--- src/include/freq_counter_pkg.sv ---
package freq_counter_pkg;

    localparam int CLK_FREQ_HZ = 100_000_000;
    localparam int NUM_DEBUG_CLOCKS = 4;
    localparam int SEL_WIDTH = 2;
    // Gate time in microseconds
    localparam int GATE_TIME_US = 1000;
    localparam int GATE_CYCLES = (CLK_FREQ_HZ / 1_000_000) * GATE_TIME_US;
    // Input span in hertz judged by the range flag
    localparam int MIN_FREQ_HZ = 2000;
    localparam int MAX_FREQ_HZ = 333_330_000;
    localparam int GATES_PER_SECOND = 1_000_000 / GATE_TIME_US;
    localparam int EDGE_CNT_WIDTH = 20;
    localparam int FREQ_WIDTH = 32;

    typedef enum logic [1:0] {
        ST_IDLE = 2'b00,
        ST_SETTLE = 2'b01,
        ST_GATE = 2'b11,
        ST_REPORT = 2'b10
    } meas_state_e;

endpackage : freq_counter_pkg

--- src/rtl/debug_clock_frequency_counter.sv ---
`timescale 1ns/1ns
// Summary of operation
// - Four debug clock inputs; each request selects exactly one to measure.
// - Selected clock is measured over a 1 ms gate, then frequency reported.
// - No clock activity during the gate reports the result as not valid.
// - Results are flagged in range from 2 kHz to 333.33 MHz; inputs above 50 MHz alias.
module debug_clock_frequency_counter
    import freq_counter_pkg::*;
#(
    parameter int GATE_COUNT = GATE_CYCLES
)
(
    input wire logic clk,
    input wire logic rst_b,
    input wire logic [NUM_DEBUG_CLOCKS-1:0] debug_clock_inputs,
    input wire logic meas_request,
    input wire logic [SEL_WIDTH-1:0] meas_select,
    output logic meas_busy_r,
    output logic meas_done_r,
    output logic freq_valid_r,
    output logic in_range_r,
    output logic [FREQ_WIDTH-1:0] freq_hz_r
);

    logic rst_sync1_r;
    logic rst_sync_b_r;
    logic [NUM_DEBUG_CLOCKS-1:0] dbg_sync1_r;
    logic [NUM_DEBUG_CLOCKS-1:0] dbg_sync2_r;
    logic dbg_prev_r;
    logic [SEL_WIDTH-1:0] sel_r;
    meas_state_e state_r;
    // Timer just wide enough to reach the gate count
    localparam int GATE_CNT_WIDTH = $clog2(GATE_COUNT + 1);
    logic [GATE_CNT_WIDTH-1:0] gate_cnt_r;
    logic [EDGE_CNT_WIDTH-1:0] edge_cnt_r;
    logic [FREQ_WIDTH-1:0] freq_calc;
    logic rise;
    logic sel_level;
    logic in_idle;
    logic in_settle;
    logic in_gate;
    logic in_report;
    logic take_request;
    logic gate_last;

    // Edges per gate times gates per second gives hertz
    function automatic logic [FREQ_WIDTH-1:0] edges_to_hz(input logic [EDGE_CNT_WIDTH-1:0] edges);
        logic [FREQ_WIDTH-1:0] wide;
        wide = FREQ_WIDTH'(edges);
        return wide * FREQ_WIDTH'(GATES_PER_SECOND);
    endfunction : edges_to_hz

    // Span over which a result can be trusted
    function automatic logic within_span(input logic [FREQ_WIDTH-1:0] hz);
        logic above_floor;
        logic below_ceiling;
        above_floor = (hz >= FREQ_WIDTH'(MIN_FREQ_HZ));
        below_ceiling = (hz <= FREQ_WIDTH'(MAX_FREQ_HZ));
        return above_floor && below_ceiling;
    endfunction : within_span

    always_ff @(posedge clk or negedge rst_b)
    begin
        if (!rst_b)
        begin
            rst_sync1_r <= 1'b0;
            rst_sync_b_r <= 1'b0;
        end
        else
        begin
            rst_sync1_r <= 1'b1;
            rst_sync_b_r <= rst_sync1_r;
        end
    end

    // Debug clocks are asynchronous: two-stage sample before use
    always_ff @(posedge clk or negedge rst_sync_b_r)
    begin
        if (!rst_sync_b_r)
        begin
            dbg_sync1_r <= '0;
            dbg_sync2_r <= '0;
        end
        else
        begin
            dbg_sync1_r <= debug_clock_inputs;
            dbg_sync2_r <= dbg_sync1_r;
        end
    end

    always_ff @(posedge clk or negedge rst_sync_b_r)
    begin
        if (!rst_sync_b_r)
            dbg_prev_r <= 1'b0;
        else
            dbg_prev_r <= sel_level;
    end

    assign sel_level = dbg_sync2_r[sel_r];
    assign rise = sel_level && !dbg_prev_r;

    // State decodes shared by several processes
    assign in_idle = (state_r == ST_IDLE);
    assign in_settle = (state_r == ST_SETTLE);
    assign in_gate = (state_r == ST_GATE);
    assign in_report = (state_r == ST_REPORT);
    // Requests are taken only while idle; others are dropped silently
    assign take_request = in_idle && meas_request;
    assign gate_last = (gate_cnt_r == GATE_CNT_WIDTH'(GATE_COUNT - 1));

    always_ff @(posedge clk or negedge rst_sync_b_r)
    begin
        if (!rst_sync_b_r)
        begin
            state_r <= ST_IDLE;
        end
        else
        begin
            unique case (state_r)
                ST_IDLE:
                begin
                    if (take_request)
                        state_r <= ST_SETTLE;
                end
                ST_SETTLE:
                begin
                    // One cycle to let the edge history follow the new select
                    state_r <= ST_GATE;
                end
                ST_GATE:
                begin
                    if (gate_last)
                        state_r <= ST_REPORT;
                end
                ST_REPORT:
                    state_r <= ST_IDLE;
            endcase
        end
    end

    // Select is frozen for the whole measurement
    always_ff @(posedge clk or negedge rst_sync_b_r)
    begin
        if (!rst_sync_b_r)
            sel_r <= '0;
        else if (take_request)
            sel_r <= meas_select;
    end

    // Reference timer holding the gate open
    always_ff @(posedge clk or negedge rst_sync_b_r)
    begin
        if (!rst_sync_b_r)
            gate_cnt_r <= '0;
        else if (in_settle)
            gate_cnt_r <= '0;
        else if (in_gate && !gate_last)
            gate_cnt_r <= gate_cnt_r + {{(GATE_CNT_WIDTH-1){1'b0}}, 1'b1};
    end

    // Saturates rather than wrapping on a runaway input
    always_ff @(posedge clk or negedge rst_sync_b_r)
    begin
        if (!rst_sync_b_r)
            edge_cnt_r <= '0;
        else if (in_settle)
            edge_cnt_r <= '0;
        else if (in_gate && rise && !(&edge_cnt_r))
            edge_cnt_r <= edge_cnt_r + {{(EDGE_CNT_WIDTH-1){1'b0}}, 1'b1};
    end

    // Saturated count times gates per second still fits the result width
    assign freq_calc = edges_to_hz(edge_cnt_r);

    // Busy from the cycle after a taken request to the done pulse
    always_ff @(posedge clk or negedge rst_sync_b_r)
    begin
        if (!rst_sync_b_r)
            meas_busy_r <= 1'b0;
        else if (take_request)
            meas_busy_r <= 1'b1;
        else if (in_report)
            meas_busy_r <= 1'b0;
    end

    // Single-cycle pulse as the results land
    always_ff @(posedge clk or negedge rst_sync_b_r)
    begin
        if (!rst_sync_b_r)
            meas_done_r <= 1'b0;
        else
            meas_done_r <= in_report;
    end

    // Results hold until the next measurement ends
    always_ff @(posedge clk or negedge rst_sync_b_r)
    begin
        if (!rst_sync_b_r)
            freq_hz_r <= '0;
        else if (in_report)
            freq_hz_r <= freq_calc;
    end

    // No rising edge during the gate marks the result unusable
    always_ff @(posedge clk or negedge rst_sync_b_r)
    begin
        if (!rst_sync_b_r)
            freq_valid_r <= 1'b0;
        else if (in_report)
            freq_valid_r <= (edge_cnt_r != '0);
    end

    // Trust flag for the measured value
    // Inputs above half the reference rate alias, so the flag only judges the count
    always_ff @(posedge clk or negedge rst_sync_b_r)
    begin
        if (!rst_sync_b_r)
            in_range_r <= 1'b0;
        else if (in_report)
            in_range_r <= within_span(freq_calc);
    end

endmodule : debug_clock_frequency_counter

--- config.mk ---
export PLATFORM = sky130hd
export DESIGN_NAME = debug_clock_frequency_counter
export DESIGN_NICKNAME = d
export VERILOG_FILES = /design/src/include/freq_counter_pkg.sv /design/src/rtl/debug_clock_frequency_counter.sv
export SDC_FILE = /design/constraint.sdc
export NUM_CORES = 1
export LEC_CHECK = 0
export BUFFER_PORTS_ARGS = -buffer_cell sky130_fd_sc_hd__buf_2
export CORE_MARGIN = 2
export CORE_UTILIZATION = 63
export CTS_CLUSTER_SIZE = 8
export DETAILED_ROUTE_END_ITERATION = 7
export PLACE_DENSITY = 0.82
export RECOVER_POWER = 25
export SLEW_MARGIN = 40
export SYNTH_ARGS = -nofsm -noshare
export SYNTH_HDL_FRONTEND = slang
export SYNTH_SLANG_ARGS = --single-unit
--- constraint.sdc ---
create_clock -name clk -period 2.82 [get_ports clk]
set_input_delay 0.564 -clock clk [delete_from_list [all_inputs] [get_ports clk]]
set_output_delay 0.564 -clock clk [all_outputs]
set_load 0.01 [all_outputs]
==> results of run 1 <==
==> layout make-up <==
cell class                      instances  area share
Timing Repair Buffer                  241       0.174
Clock buffer                            9      0.0207
Multi-Input combinational cell        597       0.553
Sequential cell                        83       0.192
Inverter                              103      0.0369
Tap cell                              147      0.0169
Clock inverter                          7     0.00609
==> placed cells by master (no fill, tap or decap), types with 18 or more instances in the layout <==
cell and n:
sky130_fd_sc_hd__a21oi_1 21, sky130_fd_sc_hd__buf_2 38, sky130_fd_sc_hd__buf_4 162, sky130_fd_sc_hd__buf_6 35
sky130_fd_sc_hd__dfrtp_1 73, sky130_fd_sc_hd__fa_1 64, sky130_fd_sc_hd__ha_1 50, sky130_fd_sc_hd__ha_4 22
sky130_fd_sc_hd__inv_1 74, sky130_fd_sc_hd__inv_2 22, sky130_fd_sc_hd__nand2_1 84, sky130_fd_sc_hd__nand2_2 22
sky130_fd_sc_hd__nand3_1 24, sky130_fd_sc_hd__nor2_1 50, sky130_fd_sc_hd__o21ai_0 18, sky130_fd_sc_hd__xnor2_1 20
==> stage by stage <==
step,utilization,hold slack [ps]
5_1_grt,0.917,304
6_report,0.917,292
2_1_floorplan,-,268
3_3_place_gp,0.780,333
4_1_cts,0.873,305
3_5_place_dp,0.782,319
==> cell families (layout without fill, tap and decap cells) <==
| family | count (synthesis) | in the layout | synth area share |
|---|---|---|---|
| fa+ha+maj | 142 | 142 | 0.304 |
| flops | 83 | 83 | 0.275 |
| xor+xnor | 35 | 35 | 0.0405 |
| other cells | 2 | 6 | 0.000993 |
| mux | 7 | 7 | 0.0112 |
| buf+inv | 135 | 360 | 0.0741 |
| compound gates | 138 | 138 | 0.127 |
| simple gates | 269 | 269 | 0.167 |
==> layer usage <==
| layer | vias to the layer above | global-route usage | part of all wire |
|---|---|---|---|
| met3 | 407 | 0.0733 | 0.13 |
| met4 | 4 | 0.233 | 0.12 |
| li1 | 3145 | - | - |
| met1 | 3801 | 0.445 | 0.30 |
| met2 | 807 | 0.707 | 0.45 |
| met5 | - | 0 | 0.0027 |
==> sequential cells by signal (all words and copies together), names as in the netlist, 2 cells and up <==
name         cells
freq_hz_r       27
edge_cnt_r      20
gate_cnt_r      17
dbg_sync1_r      4
dbg_sync2_r      4
sel_r            2
state_r          2
==> Yosys cell counts (7+ instances only) <==
cell type,instances,area [um^2]
sky130_fd_sc_hd__buf_2,8,40.0
sky130_fd_sc_hd__a21oi_1,36,180
sky130_fd_sc_hd__nor3_1,14,70.1
sky130_fd_sc_hd__nand4_1,12,75.1
sky130_fd_sc_hd__a21o_1,7,52.6
sky130_fd_sc_hd__inv_1,102,383
sky130_fd_sc_hd__o21ai_0,41,205
sky130_fd_sc_hd__xnor2_1,25,219
sky130_fd_sc_hd__nand2_1,108,405
sky130_fd_sc_hd__ha_1,72,901
sky130_fd_sc_hd__fa_1,70,1400
sky130_fd_sc_hd__clkbuf_1,11,41.3
sky130_fd_sc_hd__and3_1,12,75.1
sky130_fd_sc_hd__dfrtp_1,83,2080
sky130_fd_sc_hd__nor2_1,58,218
sky130_fd_sc_hd__xor2_1,10,87.6
sky130_fd_sc_hd__o31ai_1,7,52.6
sky130_fd_sc_hd__nand3_1,27,135
==> repair_timing <==
item / in CTS / in global routing
pin swaps: 74 / 54
gates resized for setup: 124 / 92
hold buffers: 1 / 0
endpoints found under the setup margin: 26 / 30
hold endpoints to repair: 2 / 0
buffers inserted: 21 / 21
==> final timing paths <==
path / end / depth (start not counted)
setup / recovery: in_range_r / 18
hold / removal: dbg_sync1_r[0] / 1
setup reg to reg: in_range_r / 18
hold reg to reg: dbg_sync2_r[2] / 0
max in group asynchronous: edge_cnt_r[9] / 0
min in group asynchronous: rst_sync1_r / 2
==> worst register-to-register path, delay by kind of cell (launching register included) <==
kind / cells / cell delay, ps
and+or+nand+nor: 4 / 1770
DFF: 1 / 480
xor gates and xnor gates: 1 / 210
buffers and inverters: 4 / 390
AOI/OAI and AO/OA: 4 / 500
adders and majority gates: 5 / 2280
==> results by group, run 1 <==
STA
  • Setup tns final: -38,090 ps
  • Final Hold Viols: 0
  • Peak clock frequency supported by timing: 175 MHz
  • Relative max-transition margin: -0.137
  • Min cycle time layout: 5710 ps
  • Post-Route Skew: 13.8 ps
  • Post-route worst setup slack: -2890 ps
  • Final count of negative-setup-slack endpoints: 26
  • Number of max-slew violations in the final report: 40
  • Setup repair after global routing missed its margin: yes
  • Ratio of final minimum period to clock period: 2.02
  • Slew of the pin with the lowest slew margin: 1690 ps

Floorplan
  • Horizontal die dimension: 114 um
  • I/O pins: 45
  • Total number of placement rows: 40
  • Placeable core region: 11,900 um^2
  • Effective utilization at floorplan: 0.638
  • Overall die area: 12,900 um^2
  • Vertical extent of the die: 114 um

Status
  • Violations in the final reports: design-rule violations, max-capacitance violations, max-slew violations, negative setup slack
  • Status: finished with violations

Placed design
  • Detailed Place HPWL: 16,300 um
  • Cell area after placement: 9280 um^2
  • Inst Count DP: 1,134
  • Post-place setup slack: -2080 ps
  • PortBufs: 39
  • GP Congestion: 0.956

Drt
  • Total via count after detailed routing: 8,164
  • Drt initial violations: 1,330
  • DR DRC count: 47
  • Via-to-Cell Ratio: 6.88
  • Final ANT Viol Nets: 0
  • Number of iterations in the first detailed-routing pass: 8
  • Routed wire length: 33,100 um
  • Wire length per cell after detailed routing: 27.9 um

Final layout
  • Multi-input combinational cell area: 6020 um^2
  • Share of post-route cells with drive strength above 1: 0.442
  • Non-Filler Instances: 1,187
  • Filler Cell Count: 380
  • Register cell area after layout: 2090 um^2
  • Area added between synthesis and finish: 43.8%
  • Post-layout instance area: 10,900 um^2
  • Nets: 1,186
  • Number of diodes: 0

Run
  • Max-cap violations: 2

Synthesis
  • Yosys warning total: 0
  • Most common flop cell mapped by yosys: sky130_fd_sc_hd__dfrtp_1
  • Share of the yosys chip area belonging to registers: 0.275
  • Synth Register Bits: 83
  • Fraction of registers with async set or reset after synthesis: 1.00
  • Avg Cell Area, Syn: 9.33 um^2
  • Number of distinct library cells after synthesis: 73
  • Gate count of the mapped netlist: 811
  • Netlist Area Pre-Place: 7560 um^2
  • Number of flops mapped to enable cells by yosys: 0

Critical path
  • Maximum fanout along the worst path: 3
  • Worst reg-to-reg setup slack: -2890 ps
  • Nature of the critical path endpoint: flip-flop
  • Worst setup SP type: flip-flop
  • Worst EP required: 3120 ps
  • Critical Path Start: edge_cnt_r[1]
  • Cell-by-cell trace of the critical path: fa_2 -> fa_1 -> inv_2 -> fa_2 -> fa_1 -> inv_2 -> ha_4 -> buf_6 -> buf_4 -> nor2_2 -> a21oi_2 -> xor2_1 -> nand4b_1 -> nor4_1 -> a2111oi_4 -> nand3_1 -> o31ai_1 -> a21oi_1
  • Critical path's largest stage delay: 1300 ps
  • Largest delay share family, worst path: adder cells
  • Sum of buffers and inverters on the critical path: 4
  • Worst endpoint data arrival time: 6010 ps
  • Launch point of the worst reg-to-reg path: edge_cnt_r[1]
  • Category of the critical setup timing path: reg -> reg
  • Crit path max-delay cell type: sky130_fd_sc_hd__nor4_1

CTS
  • Number of H-tree branching levels: 3
  • CTS sink count: 83
  • Root buffer cell: sky130_fd_sc_hd__clkbuf_16
  • TritonCTS clock tree: built
  • Total CTS buffers: 9
  • Max Root-Sink Buffers: 2
  • Clk slew on worst S/H paths: 80 ps
  • Worst-Skew Late Latency: 380 ps

Global route
  • Via count of the first global-routing pass: 7,736
  • Total GRT Usage: 0.397
  • Initial antenna violation count: 0
  • Global-route wire length before repair: 39,300 um
  • Maximum number of pins on one net before global-route repair: 45
  • Remaining global-route overflow: 0

Worst hold path
  • Worst hold path class: in -> reg
  • Launch point of the worst hold path: debug_clock_inputs[0]
Power of run 1 is not shown: default switching activity piles up to over one toggle a cycle in this logic, so the estimate is an artifact.
==> inputs of run 2 (changes only) <==
--- a/config.mk
+++ b/config.mk
@@ -7,10 +7,10 @@
 export LEC_CHECK = 0
 export BUFFER_PORTS_ARGS = -buffer_cell sky130_fd_sc_hd__buf_2
 export CORE_MARGIN = 2
-export CORE_UTILIZATION = 63
+export CORE_UTILIZATION = 57
 export CTS_CLUSTER_SIZE = 8
 export DETAILED_ROUTE_END_ITERATION = 7
-export PLACE_DENSITY = 0.82
+export PLACE_DENSITY = 0.78
 export RECOVER_POWER = 25
 export SLEW_MARGIN = 40
 export SYNTH_ARGS = -nofsm -noshare
==> constraint.sdc (replaced) <==
create_clock -name clk -period 4.95 [get_ports clk]
set_input_delay 0.99 -clock clk [delete_from_list [all_inputs] [get_ports clk]]
set_output_delay 0.99 -clock clk [all_outputs]
set_load 0.01 [all_outputs]
==> results by group, run 2 (same netlist as run 1, synthesis figures left out) <==
CTS
  • CTS hold repair buffers: 0
  • Max Root-Sink Buffers: 2
  • Total CTS buffers: 9
  • TritonCTS clock tree: built
  • Number of H-tree branching levels: 3
  • Clk slew on worst S/H paths: 80 ps
  • CTS sink count: 83
  • Worst-Skew Late Latency: 360 ps
  • Root buffer cell: sky130_fd_sc_hd__clkbuf_16

Final layout
  • Most used cells in the layout excluding fill and tap cells: sky130_fd_sc_hd__nand2_1 (105), sky130_fd_sc_hd__inv_1 (83), sky130_fd_sc_hd__dfrtp_1 (76), sky130_fd_sc_hd__fa_1 (66), sky130_fd_sc_hd__buf_4 (66)
  • Area added between synthesis and finish: 20.5%
  • Nets: 1,060
  • Register with the most flip-flops: freq_hz_r
  • Leading cell type in the layout, fill and taps excluded: sky130_fd_sc_hd__nand2_1
  • Share of post-route cells with drive strength above 1: 0.248
  • Non-Filler Instances: 1,090
  • Largest registers in the final layout: freq_hz_r x27, edge_cnt_r x20, gate_cnt_r x17
  • Number of flip-flops under the largest register name: 27
  • Filler Cell Count: 894
  • Number of diodes: 0

Floorplan
  • Vertical extent of the die: 119 um
  • I/O pins: 45
  • Effective utilization at floorplan: 0.578
  • Overall die area: 14,200 um^2
  • Placeable core region: 13,100 um^2
  • Total number of placement rows: 42
  • Horizontal die dimension: 119 um

STA
  • Slew of the pin with the lowest slew margin: 2040 ps
  • Hold WS: 149 ps
  • Number of max-slew violations in the final report: 75
  • Relative max-transition margin: -0.358
  • Min cycle time layout: 4920 ps
  • Final Hold Viols: 0
  • Post-Route Skew: 14.3 ps
  • Ratio of final minimum period to clock period: 0.993
  • Setup tns final: 0 ps
  • Peak clock frequency supported by timing: 203 MHz
  • Setup repair after global routing missed its margin: yes
  • Final count of negative-setup-slack endpoints: 0

Critical path
  • Maximum fanout along the worst path: 7
  • Critical path's largest stage delay: 520 ps
  • Crit path max-delay cell type: sky130_fd_sc_hd__fa_1
  • Cell-by-cell trace of the critical path: inv_2 -> fa_1 -> fa_1 -> fa_1 -> fa_1 -> inv_1 -> ha_1 -> and3_1 -> nand2_1 -> a21oi_4 -> buf_4 -> a211oi_4 -> buf_4 -> a2111oi_2 -> nand3_1 -> o31ai_2 -> a21oi_2
  • Nature of the critical path endpoint: flip-flop
  • Worst endpoint data arrival time: 5140 ps
  • Worst EP required: 5170 ps
  • Most common cell type on the critical path: sky130_fd_sc_hd__fa_1
  • Category of the critical setup timing path: reg -> reg
  • Worst setup SP type: flip-flop

Global route
  • Via count of the first global-routing pass: 6,015
  • Global-route wire length before repair: 29,200 um
  • Initial antenna violation count: 0
  • Total GRT Usage: 0.256
  • Remaining global-route overflow: 0
  • Maximum number of pins on one net before global-route repair: 45

Status
  • Status: finished with violations
  • Violations in the final reports: max-capacitance violations, max-slew violations

Drt
  • Routed wire length: 18,900 um
  • Number of iterations in the first detailed-routing pass: 5
  • Wire length per cell after detailed routing: 17.4 um
  • Via-to-Cell Ratio: 5.77
  • Drt initial violations: 641
  • Total via count after detailed routing: 6,286
  • DR DRC count: 0
  • Final ANT Viol Nets: 0

Pwr
  • Static power due to leakage: 4.45 nW
  • Power density relative to cell area: 686 nW/um^2
  • Worst-case vdd ir drop: 0.000773 V

Run
  • Max-cap violations: 2

Placed design
  • PortBufs: 39
  • Detailed Place HPWL: 13,300 um
  • Inst Count DP: 1,050
  • GP Congestion: 0.895

Worst hold path
  • Worst hold path class: reg -> async
## run 2: cell count changes in the layout (fill, tap and decap cells not counted), moves of 10 or more
| cell | delta |
|---|---|
| sky130_fd_sc_hd__buf_4 | -96 |
| sky130_fd_sc_hd__nand2_2 | -18 |
| sky130_fd_sc_hd__o21ai_2 | -11 |
| sky130_fd_sc_hd__buf_6 | -27 |
| sky130_fd_sc_hd__nand2_1 | +21 |
| sky130_fd_sc_hd__o21ai_0 | +14 |
| sky130_fd_sc_hd__ha_4 | -10 |
## run 2: worst max-delay path, delay by kind of cell, from the launching register on
family                   cells  cell delay, ps
flip-flops                   1             460
AO/OA/AOI/OAI                5            1030
adder cells (fa/ha/maj)      5            2310
AND/OR/NAND/NOR              3             460
buffers and inverters        4             520
## run 2: final cells by class
class	count	area (um^2)	area share
multi-input cells	597	5320	0.584
inverters	103	389	0.0427
repair buffers	115	787	0.0864
flip-flops and latches	83	2090	0.229
clock inverters	6	72.6	0.00796
well taps	176	220	0.0242
clock buffers	10	239	0.0262
## run 2: layer usage
| metal | part of all wire | up-vias | track usage |
|---|---|---|---|
| li1 | - | 2901 | - |
| met4 | 0.023 | 0 | 0.0729 |
| met2 | 0.48 | 240 | 0.411 |
| met1 | 0.44 | 3102 | 0.363 |
| met5 | 0 | - | 0 |
| met3 | 0.053 | 43 | 0.0407 |
## run 2: worst paths after layout
check                      slack (ps)  cells after the start           start              to
setup / recovery                   30                     17   edge_cnt_r[6]      in_range_r
hold / removal                    150                      0    rst_sync_b_r      state_r[0]
setup reg to reg                   30                     17   edge_cnt_r[6]      in_range_r
hold reg to reg                   150                      0    rst_sync_b_r      state_r[0]
max in group asynchronous        2400                      1    rst_sync_b_r  edge_cnt_r[13]
min in group clk                  350                      0  dbg_sync1_r[1]  dbg_sync2_r[1]
## run 2: where the power goes
| group | switching [mW] | internal (mW) | leakage, nW |
|---|---|---|---|
| clock network | 0.310 | 0.412 | 0.155 |
| registers | 0.0323 | 0.706 | 1.09 |
| logic | 2.78 | 2.02 | 3.20 |
## run 2: what timing repair did
| action | CTS | global route |
|---|---|---|
| pin swaps | 4 | 60 |
| resized for setup | 25 | 81 |
| setup buffers | 0 | 24 |
| endpoints found under the setup margin | 1 | 1 |
## run 2: per-stage QoR
stage                util  power [mW]  instance area, um^2  setup WS, ps
detailed placement  0.630        4.42                 8240         -84.2
CTS                 0.660        5.41                 8640         0.833
floorplan               -        3.61                 7580           133
global placement    0.627        4.30                 8200         -6.49
global route        0.696        6.71                 9110          -147
finish              0.696        6.25                 9110          33.0
(Power assumes the default switching activity.)
